### config.mk
export PLATFORM = sky130hd
export DESIGN_NAME = tdr_rx
export DESIGN_NICKNAME = d
export VERILOG_FILES = /design/src/hdl/tdr_pkg.sv /design/src/hdl/tdr_fifo_if.sv /design/src/hdl/tdr_fifo.sv /design/src/hdl/tdr_rst.sv /design/src/hdl/tdr_rx.sv
export VERILOG_INCLUDE_DIRS = /design/src /design/src/hdl
export SDC_FILE = /design/constraint.sdc
export NUM_CORES = 2
export LEC_CHECK = 0
export BUFFER_PORTS_ARGS = -buffer_cell sky130_fd_sc_hd__buf_4
export CAP_MARGIN = 15
export CORE_MARGIN = 1.5
export CORE_UTILIZATION = 57
export DETAILED_ROUTE_END_ITERATION = 8
export PLACE_DENSITY_LB_ADDON = 0.1
export SYNTH_ARGS = -nofsm -noshare
export SYNTH_HDL_FRONTEND = slang
export SYNTH_SLANG_ARGS = --single-unit
### constraint.sdc
create_clock -name sys_clk -period 4.4 [get_ports sys_clk]
set_input_delay 0.22 -clock sys_clk [delete_from_list [all_inputs] [get_ports sys_clk]]
set_output_delay 0.22 -clock sys_clk [all_outputs]
set_load 0.03 [all_outputs]
### src/hdl/tdr_regs.svh
`ifndef TDR_REGS_SVH
`define TDR_REGS_SVH

// ==========================================================
// Timing
`define TDR_SYS_PERIOD_NS 8
`define TDR_LINK_PERIOD_NS 160
`define TDR_HOLD_LINK_CYCLES 3
`define TDR_SETTLE_CYCLES 1024
`define TDR_X5_DIV 4
`define TDR_SEQ_LAST 3'h4

// ==========================================================
// Sizes and thresholds
`define TDR_CDC_DEPTH 4
`define TDR_DESKEW_DEPTH 16
`define TDR_RUN_DVI 8'h80
`define TDR_RUN_HDMI 8'h0c
`define TDR_RUN_MAX 8'hff

// ==========================================================
// Multiplier status bit positions
`define TDR_ST_LINK_CLOCK_IN 1
`define TDR_ST_FX 2

// ==========================================================
// Symbol codes, control bits {c1,c0} in the name
`define TDR_TOK_00 10'h354
`define TDR_TOK_01 10'h0ab
`define TDR_TOK_10 10'h154
`define TDR_TOK_11 10'h2ab
`define TDR_PRE_VIDEO 4'h1
`define TDR_PRE_ISLAND 4'h5
// Nibble n sits at bits [10*n +: 10]
`define TDR_TERC4 {10'h2c3, 10'h163, 10'h271, 10'h28e, 10'h2c6, 10'h19c, 10'h139, 10'h2cc, \
  10'h13c, 10'h18e, 10'h11e, 10'h171, 10'h2e2, 10'h2e4, 10'h263, 10'h29c}

`endif

### src/hdl/tdr_pkg.sv
package tdr_pkg;

  typedef enum logic [2:0] {
    RST_MONITOR = 3'b001,
    RST_WAIT_CLK = 3'b010,
    RST_PULSE = 3'b100
  } tdr_rst_state_type;

  typedef enum logic [2:0] {
    PER_CTRL = 3'b001,
    PER_VIDEO = 3'b010,
    PER_ISLAND = 3'b100
  } tdr_period_type;

endpackage

### src/hdl/tdr_fifo_if.sv
`timescale 1ns/1ps
`default_nettype none

interface tdr_fifo_if #(parameter int WIDTH = 10) ();
  logic clear;
  logic wr_en;
  logic [WIDTH-1:0] wr_data;
  logic full;
  logic rd_en;
  logic [WIDTH-1:0] rd_data;
  logic rd_valid;
  logic empty;
  modport user (output clear, wr_en, wr_data, rd_en, input full, rd_data, rd_valid, empty);
  modport mem (input clear, wr_en, wr_data, rd_en, output full, rd_data, rd_valid, empty);
endinterface

`default_nettype wire

### src/hdl/tdr_fifo.sv
`timescale 1ns/1ps
`default_nettype none

module tdr_fifo #(
  parameter int WIDTH = 10,
  parameter int DEPTH = 16
) (
  // Clock and reset
  input wire logic sys_clk,
  input wire logic rst_n,
  // Write and read ports
  tdr_fifo_if.mem io
);
  localparam int AW = $clog2(DEPTH);

  logic [WIDTH-1:0] ram [DEPTH];
  logic [AW:0] wptr;
  logic [AW:0] rptr;
  logic [AW:0] next_wptr;
  logic [AW:0] next_rptr;
  logic [WIDTH-1:0] rdata;
  logic [WIDTH-1:0] next_rdata;
  logic rvalid;
  logic next_rvalid;
  logic do_wr;
  logic do_rd;

  // ==========================================================
  // Flags and pointers
  // Writes into a full buffer and reads of an empty one are dropped
  assign io.full = (wptr[AW] != rptr[AW]) && (wptr[AW-1:0] == rptr[AW-1:0]);
  assign io.empty = (wptr == rptr);
  assign do_wr = io.wr_en && !io.full && !io.clear;
  assign do_rd = io.rd_en && !io.empty && !io.clear;
  assign io.rd_data = rdata;
  assign io.rd_valid = rvalid;

  always_comb begin
    next_wptr = wptr + (AW+1)'(do_wr);
    next_rptr = rptr + (AW+1)'(do_rd);
    next_rvalid = do_rd;
    next_rdata = do_rd ? ram[rptr[AW-1:0]] : rdata;
    if (io.clear) begin
      next_wptr = '0;
      next_rptr = '0;
    end
  end

  always_ff @(posedge sys_clk or negedge rst_n) begin
    if (!rst_n) begin
      wptr <= '0;
      rptr <= '0;
      rvalid <= 1'b0;
      rdata <= '0;
    end else begin
      wptr <= next_wptr;
      rptr <= next_rptr;
      rvalid <= next_rvalid;
      rdata <= next_rdata;
    end
  end

  // ==========================================================
  // Storage, no reset so it maps onto plain RAM
  always_ff @(posedge sys_clk) begin
    if (do_wr) begin
      ram[wptr[AW-1:0]] <= io.wr_data;
    end
  end

endmodule

`default_nettype wire

### src/hdl/tdr_rst.sv
`timescale 1ns/1ps
`default_nettype none
`include "tdr_regs.svh"

module tdr_rst #(
  parameter int SETTLE_CYCLES = `TDR_SETTLE_CYCLES,
  parameter int LINK_PERIOD_NS = `TDR_LINK_PERIOD_NS
) (
  // Clock and reset
  input wire logic sys_clk,
  input wire logic rst_n,
  // Multiplier indicators, asynchronous
  input wire logic synth_locked,
  input wire logic link_clock_in_toggle,
  input wire logic fx_toggle,
  // Multiplier reset
  output logic synth_reset
);
  localparam int HOLD_NS = `TDR_HOLD_LINK_CYCLES * LINK_PERIOD_NS;
  localparam int HOLD_CYC = (HOLD_NS + `TDR_SYS_PERIOD_NS - 1) / `TDR_SYS_PERIOD_NS;

  logic [2:0] ind_s1;
  logic [2:0] ind_s2;
  tdr_pkg::tdr_rst_state_type state;
  tdr_pkg::tdr_rst_state_type next_state;
  logic [15:0] count;
  logic [15:0] next_count;
  logic next_reset;
  logic fault;

  // ==========================================================
  // Indicator synchronisers: {fx, link_clock_in, locked}
  always_ff @(posedge sys_clk or negedge rst_n) begin
    if (!rst_n) begin
      ind_s1 <= '0;
      ind_s2 <= '0;
    end else begin
      ind_s1 <= {fx_toggle, link_clock_in_toggle, synth_locked};
      ind_s2 <= ind_s1;
    end
  end

  // ==========================================================
  // Supervisor; the settle time also covers relock after a pulse
  assign fault = !ind_s2[0] || !ind_s2[1] || !ind_s2[2];

  always_comb begin
    next_state = state;
    next_count = count + 16'h0001;
    unique case (state)
      tdr_pkg::RST_MONITOR: begin
        if (!fault) begin
          next_count = '0;
        end else if (count == 16'(SETTLE_CYCLES - 1)) begin
          next_state = tdr_pkg::RST_WAIT_CLK;
          next_count = '0;
        end
      end
      tdr_pkg::RST_WAIT_CLK: begin
        next_count = '0;
        if (ind_s2[1]) begin
          next_state = tdr_pkg::RST_PULSE;
        end
      end
      tdr_pkg::RST_PULSE: begin
        if (count == 16'(HOLD_CYC - 1)) begin
          next_state = tdr_pkg::RST_MONITOR;
          next_count = '0;
        end
      end
    endcase
    next_reset = (next_state == tdr_pkg::RST_PULSE);
  end

  // Runs on the steady system clock, never on the link clock
  always_ff @(posedge sys_clk or negedge rst_n) begin
    if (!rst_n) begin
      state <= tdr_pkg::RST_MONITOR;
      count <= '0;
      synth_reset <= 1'b0;
    end else begin
      state <= next_state;
      count <= next_count;
      synth_reset <= next_reset;
    end
  end

endmodule

`default_nettype wire

### src/hdl/tdr_rx.sv
`timescale 1ns/1ps
`default_nettype none
`include "tdr_regs.svh"

module tdr_rx #(
  parameter int X5_DIV = `TDR_X5_DIV,
  parameter int DESKEW_DEPTH = `TDR_DESKEW_DEPTH,
  parameter int SETTLE_CYCLES = `TDR_SETTLE_CYCLES,
  parameter int LINK_PERIOD_NS = `TDR_LINK_PERIOD_NS
) (
  // Clock and reset
  input wire logic sys_clk,
  input wire logic rst_n,
  // Link pins, channel 0 blue, 1 green, 2 red
  input wire logic link_clock_in,
  input wire logic [2:0] rise_bit,
  input wire logic [2:0] fall_bit,
  // Clock multiplier
  input wire logic synth_locked,
  input wire logic [2:0] synth_status,
  output logic synth_reset,
  // Configuration and status
  input wire logic hdmi_mode,
  output logic [2:0] word_lock,
  output logic [2:0] deskew_ready,
  // Decoded stream
  output logic [2:0][7:0] pixel_data,
  output logic [2:0][3:0] aux_data,
  output logic [2:0][1:0] ctrl_data,
  output logic video_active,
  output logic island_active,
  output logic video_preamble,
  output logic island_preamble,
  output logic hsync,
  output logic vsync
);

  // ==========================================================
  // Symbol helpers
  function automatic logic is_ctrl(input logic [9:0] w);
    return (w == `TDR_TOK_00) || (w == `TDR_TOK_01) || (w == `TDR_TOK_10) || (w == `TDR_TOK_11);
  endfunction

  function automatic logic [1:0] ctrl_bits(input logic [9:0] w);
    return (w == `TDR_TOK_01) ? 2'h1 : (w == `TDR_TOK_10) ? 2'h2 : (w == `TDR_TOK_11) ? 2'h3 : 2'h0;
  endfunction

  function automatic logic [7:0] tmds_dec(input logic [9:0] w);
    logic [7:0] d;
    logic [7:0] q;
    d = w[9] ? ~w[7:0] : w[7:0];
    q[0] = d[0];
    for (int i = 1; i < 8; i++) begin
      q[i] = w[8] ? (d[i] ^ d[i-1]) : ~(d[i] ^ d[i-1]);
    end
    return q;
  endfunction

  function automatic logic [3:0] terc4_dec(input logic [9:0] w);
    logic [159:0] tab;
    logic [3:0] n;
    tab = `TDR_TERC4;
    n = 4'h0;
    for (int i = 0; i < 16; i++) begin
      if (w == tab[i*10 +: 10]) begin
        n = 4'(i);
      end
    end
    return n;
  endfunction

  // ==========================================================
  // Pin synchronisers
  logic [2:0] link_sync;
  logic [2:0] rise_s1;
  logic [2:0] rise_s2;
  logic [2:0] fall_s1;
  logic [2:0] fall_s2;
  logic pix_tick;

  always_ff @(posedge sys_clk or negedge rst_n) begin
    if (!rst_n) begin
      link_sync <= '0;
      rise_s1 <= '0;
      rise_s2 <= '0;
      fall_s1 <= '0;
      fall_s2 <= '0;
    end else begin
      link_sync <= {link_sync[1:0], link_clock_in};
      rise_s1 <= rise_bit;
      rise_s2 <= rise_s1;
      fall_s1 <= fall_bit;
      fall_s2 <= fall_s1;
    end
  end

  assign pix_tick = link_sync[1] && !link_sync[2];

  // ==========================================================
  // x5 enable, restarted on each link rising edge
  logic [7:0] x5_cnt;
  logic [7:0] next_x5_cnt;
  logic x5_tick;

  assign x5_tick = (x5_cnt == 8'(X5_DIV - 1));

  always_comb begin
    next_x5_cnt = x5_cnt + 8'h01;
    if (pix_tick || x5_tick) begin
      next_x5_cnt = '0;
    end
  end

  always_ff @(posedge sys_clk or negedge rst_n) begin
    if (!rst_n) begin
      x5_cnt <= '0;
    end else begin
      x5_cnt <= next_x5_cnt;
    end
  end

  // ==========================================================
  // Multiplier supervisor
  tdr_rst #(.SETTLE_CYCLES(SETTLE_CYCLES), .LINK_PERIOD_NS(LINK_PERIOD_NS)) u_rst (
    .sys_clk(sys_clk),
    .rst_n(rst_n),
    .synth_locked(synth_locked),
    .link_clock_in_toggle(synth_status[`TDR_ST_LINK_CLOCK_IN]),
    .fx_toggle(synth_status[`TDR_ST_FX]),
    .synth_reset(synth_reset)
  );

  // ==========================================================
  // Per channel recovery and deskew
  logic all_valid;
  logic all_ready;
  logic [2:0] ds_valid;
  logic [2:0][9:0] ds_word;

  assign all_valid = &word_lock;
  assign all_ready = &deskew_ready;

  for (genvar g = 0; g < 3; g++) begin : g_ch
    tdr_fifo_if #(.WIDTH(10)) cdc_io ();
    tdr_fifo_if #(.WIDTH(10)) ds_io ();
    logic [9:0] shreg;
    logic [9:0] next_shreg;
    logic [2:0] seq;
    logic [2:0] next_seq;
    logic [9:0] raw_prev;
    logic [9:0] next_raw_prev;
    logic [9:0] word;
    logic [9:0] next_word;
    logic [3:0] offset;
    logic [3:0] next_offset;
    logic [3:0] hit_off;
    logic [7:0] run;
    logic [7:0] next_run;
    logic lock;
    logic next_lock;
    logic word_stb;
    logic next_word_stb;
    logic hit;
    logic ready;
    logic next_ready;
    logic tok_seen;
    logic next_tok_seen;
    logic [19:0] pair;

    tdr_fifo #(.WIDTH(10), .DEPTH(`TDR_CDC_DEPTH)) u_cdc (
      .sys_clk(sys_clk),
      .rst_n(rst_n),
      .io(cdc_io)
    );

    // Depth well above the 0.6 pixel skew the link may carry
    tdr_fifo #(.WIDTH(10), .DEPTH(DESKEW_DEPTH)) u_deskew (
      .sys_clk(sys_clk),
      .rst_n(rst_n),
      .io(ds_io)
    );

    // Deserializer, first bit lands at bit 0
    always_comb begin
      next_shreg = shreg;
      next_seq = seq;
      if (x5_tick) begin
        next_shreg = {fall_s2[g], rise_s2[g], shreg[9:2]};
        next_seq = (seq == `TDR_SEQ_LAST) ? 3'h0 : seq + 3'h1;
      end
    end

    assign cdc_io.clear = synth_reset;
    assign cdc_io.wr_en = x5_tick && (seq == `TDR_SEQ_LAST);
    assign cdc_io.wr_data = next_shreg;
    assign cdc_io.rd_en = pix_tick;

    always_ff @(posedge sys_clk or negedge rst_n) begin
      if (!rst_n) begin
        shreg <= '0;
        seq <= '0;
      end else begin
        shreg <= next_shreg;
        seq <= next_seq;
      end
    end

    // Word aligner and lock detection
    assign pair = {cdc_io.rd_data, raw_prev};

    always_comb begin
      hit = 1'b0;
      hit_off = offset;
      for (int k = 9; k >= 0; k--) begin
        if (is_ctrl(pair[k +: 10])) begin
          hit = 1'b1;
          hit_off = 4'(k);
        end
      end
      next_raw_prev = raw_prev;
      next_offset = offset;
      next_word = word;
      next_run = run;
      next_lock = lock;
      next_word_stb = 1'b0;
      if (synth_reset) begin
        next_offset = '0;
        next_run = '0;
        next_lock = 1'b0;
      end else if (cdc_io.rd_valid) begin
        next_raw_prev = cdc_io.rd_data;
        if (!lock && hit) begin
          next_offset = hit_off;
        end
        next_word = pair[next_offset +: 10];
        next_word_stb = 1'b1;
        if (!is_ctrl(next_word)) begin
          next_run = '0;
        end else if (run != `TDR_RUN_MAX) begin
          next_run = run + 8'h01;
        end
        if ((next_run == `TDR_RUN_HDMI) || (next_run == `TDR_RUN_DVI)) begin
          next_lock = 1'b1;
        end
      end
    end

    always_ff @(posedge sys_clk or negedge rst_n) begin
      if (!rst_n) begin
        raw_prev <= '0;
        offset <= '0;
        word <= '0;
        run <= '0;
        lock <= 1'b0;
        word_stb <= 1'b0;
      end else begin
        raw_prev <= next_raw_prev;
        offset <= next_offset;
        word <= next_word;
        run <= next_run;
        lock <= next_lock;
        word_stb <= next_word_stb;
      end
    end

    assign word_lock[g] = lock;

    // Deskew handshake, only the first token of a run is a marker
    assign ds_io.clear = synth_reset || !all_valid;
    assign ds_io.wr_en = all_valid && word_stb;
    assign ds_io.wr_data = word;
    assign ds_io.rd_en = all_valid && pix_tick && !ready;

    always_comb begin
      next_ready = ready;
      next_tok_seen = tok_seen;
      if (synth_reset || !all_valid) begin
        next_ready = 1'b0;
        next_tok_seen = 1'b0;
      end else if (all_ready) begin
        next_ready = 1'b0;
      end else if (ds_io.rd_valid) begin
        next_tok_seen = is_ctrl(ds_io.rd_data);
        if (is_ctrl(ds_io.rd_data) && !tok_seen) begin
          next_ready = 1'b1;
        end
      end
    end

    always_ff @(posedge sys_clk or negedge rst_n) begin
      if (!rst_n) begin
        ready <= 1'b0;
        tok_seen <= 1'b0;
      end else begin
        ready <= next_ready;
        tok_seen <= next_tok_seen;
      end
    end

    assign deskew_ready[g] = ready;
    assign ds_valid[g] = ds_io.rd_valid;
    assign ds_word[g] = ds_io.rd_data;
  end

  // ==========================================================
  // Decoder; a held marker is decoded once on release
  tdr_pkg::tdr_period_type period;
  tdr_pkg::tdr_period_type next_period;
  logic dec_stb;
  logic [3:0] ctl_nib;
  logic [2:0][7:0] next_pixel;
  logic [2:0][3:0] next_aux;
  logic [2:0][1:0] next_ctrl;
  logic next_video;
  logic next_island;
  logic next_vpre;
  logic next_ipre;

  assign dec_stb = (&ds_valid) || all_ready;
  assign ctl_nib = {ctrl_bits(ds_word[2]), ctrl_bits(ds_word[1])};

  always_comb begin
    next_period = period;
    next_pixel = pixel_data;
    next_aux = aux_data;
    next_ctrl = ctrl_data;
    next_video = video_active;
    next_island = island_active;
    next_vpre = video_preamble;
    next_ipre = island_preamble;
    if (synth_reset) begin
      next_period = tdr_pkg::PER_CTRL;
      next_video = 1'b0;
      next_island = 1'b0;
    end else if (dec_stb) begin
      next_vpre = 1'b0;
      next_ipre = 1'b0;
      if (is_ctrl(ds_word[0])) begin
        next_video = 1'b0;
        next_island = 1'b0;
        for (int c = 0; c < 3; c++) begin
          next_ctrl[c] = ctrl_bits(ds_word[c]);
        end
        next_period = tdr_pkg::PER_CTRL;
        if (hdmi_mode) begin
          next_vpre = (ctl_nib == `TDR_PRE_VIDEO);
          next_ipre = (ctl_nib == `TDR_PRE_ISLAND);
          if (next_vpre) begin
            next_period = tdr_pkg::PER_VIDEO;
          end else if (next_ipre) begin
            next_period = tdr_pkg::PER_ISLAND;
          end
        end
      end else if (!hdmi_mode) begin
        next_video = 1'b1;
        next_island = 1'b0;
        for (int c = 0; c < 3; c++) begin
          next_pixel[c] = tmds_dec(ds_word[c]);
        end
      end else begin
        unique case (period)
          tdr_pkg::PER_VIDEO: begin
            next_video = 1'b1;
            next_island = 1'b0;
            for (int c = 0; c < 3; c++) begin
              next_pixel[c] = tmds_dec(ds_word[c]);
            end
          end
          tdr_pkg::PER_ISLAND: begin
            next_island = 1'b1;
            next_video = 1'b0;
            for (int c = 0; c < 3; c++) begin
              next_aux[c] = terc4_dec(ds_word[c]);
            end
          end
          tdr_pkg::PER_CTRL: begin
            next_video = 1'b0;
            next_island = 1'b0;
          end
        endcase
      end
    end
  end

  always_ff @(posedge sys_clk or negedge rst_n) begin
    if (!rst_n) begin
      period <= tdr_pkg::PER_CTRL;
      pixel_data <= '0;
      aux_data <= '0;
      ctrl_data <= '0;
      video_active <= 1'b0;
      island_active <= 1'b0;
      video_preamble <= 1'b0;
      island_preamble <= 1'b0;
    end else begin
      period <= next_period;
      pixel_data <= next_pixel;
      aux_data <= next_aux;
      ctrl_data <= next_ctrl;
      video_active <= next_video;
      island_active <= next_island;
      video_preamble <= next_vpre;
      island_preamble <= next_ipre;
    end
  end

  assign hsync = ctrl_data[0][0];
  assign vsync = ctrl_data[0][1];

endmodule

`default_nettype wire

==> out/qor.txt <==
Status: complete, no violations
Power density over the cells: 588.9 nW/µm²
Vias per cell: 6.104
Mux share of post-synthesis cell area: 14.26%
Worst Skew: 0.03326 ns
Yosys top cell by area: edfxtp_1
Site Rows: 101
Fmax: 234.0 MHz
Most instantiated library cell after synthesis: edfxtp_1
Syn nets: 3255
Synth Area in Adders: 1.675%
Final nets: 3481
RSZ-0062 raised after global routing: true
Synth unique cells: 97
Critical path launch point type: flip-flop
Max Slew Vio Count: 0
Synth Area in XOR/XNOR: 2.166%
Final hold slack: 0.1588 ns
Setup crit end kind: flip-flop
CTS tree: yes
Seq/Total Area, Yosys: 61.26%
First-pass GRT wire length: 157.3 mm
Starting Density: 57.85%
Worst path slowest cell: o31ai_1
Mean Syn Cell Area: 13.85 µm²
Antenna diodes: 0
Largest net degree at the start of global routing: 107
PortBufs: 67
Placed instance area: 46730 µm²
Gate Count Post-Synth: 3182
Total core area: 76200 µm²
Root buf cell: clkbuf_16
Total number of vias: 27621
Period utilization: 97.14%
CP max stage delay: 0.52 ns
Cells on worst reg2reg path: 17
Clock network power share: 27.0%
Internal: 20110 µW
Slew @ Worst Pin: 1.076 ns
First drt pass iteration count: 5
WL/cell: 22.08 µm
Worst Hold Class: input pin to async pin
Combinational share of power: 31.2%
Critical path cell sequence: nor2b_1 -> buf_4 -> and4_1 -> a32o_1 -> o31ai_1 -> o21ai_4 -> buf_4 -> mux2i_1 -> or2_2 -> a31o_2 -> o22ai_1 -> nor2b_1 -> nand4_1 -> mux2i_1 -> buf_4 -> o21ai_0 -> a211oi_1
Ys async rst share: 37.43%
Simple logic cell fraction of the synthesized area: 10.88%
Die Span Y: 281.1 µm
CP Max Fanout: 11
Die X: 281.1 µm
Worst path depth: 17
P_sw: 9829 µW
Final hold viol count: 0
Synth Flop Type: edfxtp_1
Pleak: 0.01914 µW
Clock Tree Buf Depth: 3
Seq cells post-synth: 959
CTS buffer count: 99
IO Pins: 69
Yosys warnings: 0
Total grt overflow: 0
Crit-path most repeated cell: buf_4
Synth top area share: 40.87%
GRT Util Overall: 25.53%
Final setup viols: 0
Gpl congestion: 0.9229
Drt drc: 0
Share of cells above drive strength 1: 25.46%
Clock Sinks: 959
Clk slew on worst S/H paths: 0.06 ns
Number of DRC markers in iteration 0: 2301
Post-route ant nets: 0
Sequential share of power: 41.8%
Post-synth EDFFs: 600
Post-route minimum period: 4.274 ns
Finished Cell Area: 50850 µm²
Max-cap violation count: 0
Layout fillers: 5375
Largest family of logic cells by synthesized area: multiplexers
Compound-Gate Fraction of Synth Area: 7.218%
Post-Syn Area: 44080 µm²
Vias in the first global route: 27741
Top cells by count, synth: edfxtp_1, dfrtp_1, nand2_1, nor2_1, mux4_2
Initial antenna violation count: 0
Switching share of power: 32.82%
DP HPWL: 66.12 mm
CP Data Arrival Time: 4.83 ns
WL final: 99.93 mm
CP top delay family: compound AO/OA/AOI/OAI gates
Worst-Skew Late Latency: 0.67 ns
Crit path kind: flip-flop to flip-flop
Layout area overhead: 15.35%
Die area: 79010 µm²
Crit path buffers/inverters: 3
Synth area leaders: edfxtp_1, dfrtp_1, mux4_2
CTS H-tree depth: 3
VDD IR max: 438.8 µV
Rel. slew slack: 26.39%
Critical Path RT: 4.95 ns
==> metrics by stage <==
| step | util (%) | TNS, ns | power [µW] | setup slack, ns | std cells |
|---|---|---|---|---|---|
| after global placement | 61.33 | -0.2900 | 20820 | -0.06894 | 4295 |
| final | 66.73 | 0 | 29940 | 0.1258 | 4525 |
| after CTS | 65.70 | 0 | 29230 | 0.01516 | 4495 |
| after floorplan | - | 0 | 17750 | 0.1586 | 3182 |
| after detailed placement | 61.33 | -0.9916 | 21040 | -0.1774 | 4295 |
| after global routing | 66.73 | -0.4670 | 31400 | -0.07281 | 4525 |
==> kinds of logic after synthesis <==
logic type | Yosys count
AND/OR/NAND/NOR | 945
adder cells (fa/ha/maj) | 59
multiplexers | 363
XOR/XNOR | 109
buffers and inverters | 274
AO/OA/AOI/OAI | 473
flip-flops | 959
==> cell type report <==
cell class	instances	area [µm²]	area share (%)
clock inverters	37	352.8	0.6939
inverters	75	281.5	0.5537
clock buffers	151	2825	5.556
repair buffers	323	2565	5.045
flip-flops and latches	959	27030	53.15
multi-input cells	1950	16510	32.46
well taps	1030	1289	2.535
==> power groups by stage <==
stage          clock network [µW]  registers, µW  logic [µW]
3_3_place_gp                    0          12500        8290
6_report                     8080          12500        9350
3_5_place_dp                    0          12600        8400
5_1_grt                      8630          12700       10100
4_1_cts                      8270          12500        8490
2_1_floorplan                   0          11900        5830
==> what timing repair did <==
| action | 4_1_cts | 5_1_grt |
|---|---|---|
| hold buffers | 12 | 0 |
| setup endpoints to repair | 15 | 27 |
| hold endpoints to repair | 99 | 0 |
| cloned | 0 | 3 |
| gates resized for setup | 11 | 108 |
| pin swaps | 1 | 23 |
| setup buffers | 0 | 26 |
==> per-layer routing <==
metal	track usage (%)	routed length, µm
met1	35.91	43590
met2	42.22	48940
met5	0	0
met3	3.300	5256
met4	6.888	2141
==> flip-flops by register name, indices dropped and copies added (netlist names), 6 cells and up <==
signal and flops:
aux_data 12, g_ch.u_cdc.rptr 9, g_ch.u_cdc.io.rd_data 30, g_ch.raw_prev 30
g_ch.seq 9, pixel_data 24, g_ch.u_deskew.wptr 15, g_ch.u_deskew.ram 480
u_rst.count 16, g_ch.shreg 30, g_ch.ds_io.wr_data 30, g_ch.u_cdc.ram 120
g_ch.run 24, g_ch.u_deskew.rptr 15, g_ch.offset 12, x5_cnt 8
ctrl_data 6, g_ch.u_cdc.wptr 9, g_ch.u_deskew.io.rd_data 30
==> cells in the final DEF (no fill, tap or decap), types with 13 or more instances in the layout <==
master	synthesis	final
edfxtp_1	600	600
dfrtp_1	357	339
buf_4	12	295
nand2_1	259	257
nor2_1	215	212
mux4_2	200	200
o21ai_0	138	135
nand3_1	113	112
mux2_2	104	103
clkbuf_16	0	102
inv_1	73	72
xor2_1	67	67
a21oi_1	68	67
ha_1	59	59
mux2i_1	57	54
nor2b_1	44	43
nand2b_1	44	43
xnor2_1	42	42
nor3_1	44	40
and3_1	40	39
clkbuf_1	142	39
nand4_1	34	34
a31oi_1	34	31
o211ai_1	28	28
a211oi_1	27	23
and2_1	20	21
dfrtp_2	0	18
nor4_1	21	15
nand3b_1	14	14
o22ai_1	16	13
clkinv_2	0	13
==> worst paths after layout <==
kind	startpoint	endpoint	slack, ns
setup / recovery	g_ch[2].raw_prev[9]	g_ch[2].run[2]	0.13
hold / removal	rst_n	g_ch[1].u_deskew.io.rd_data[6]	0.16
setup reg to reg	g_ch[2].raw_prev[9]	g_ch[2].run[2]	0.13
hold reg to reg	u_rst.ind_s1[2]	u_rst.ind_s2[2]	0.34
max in group asynchronous	rst_n	g_ch[0].u_cdc.io.rd_data[0]	3.08
min in group sys_clk	synth_locked	u_rst.ind_s1[0]	0.22
(Power assumes the default switching activity.)
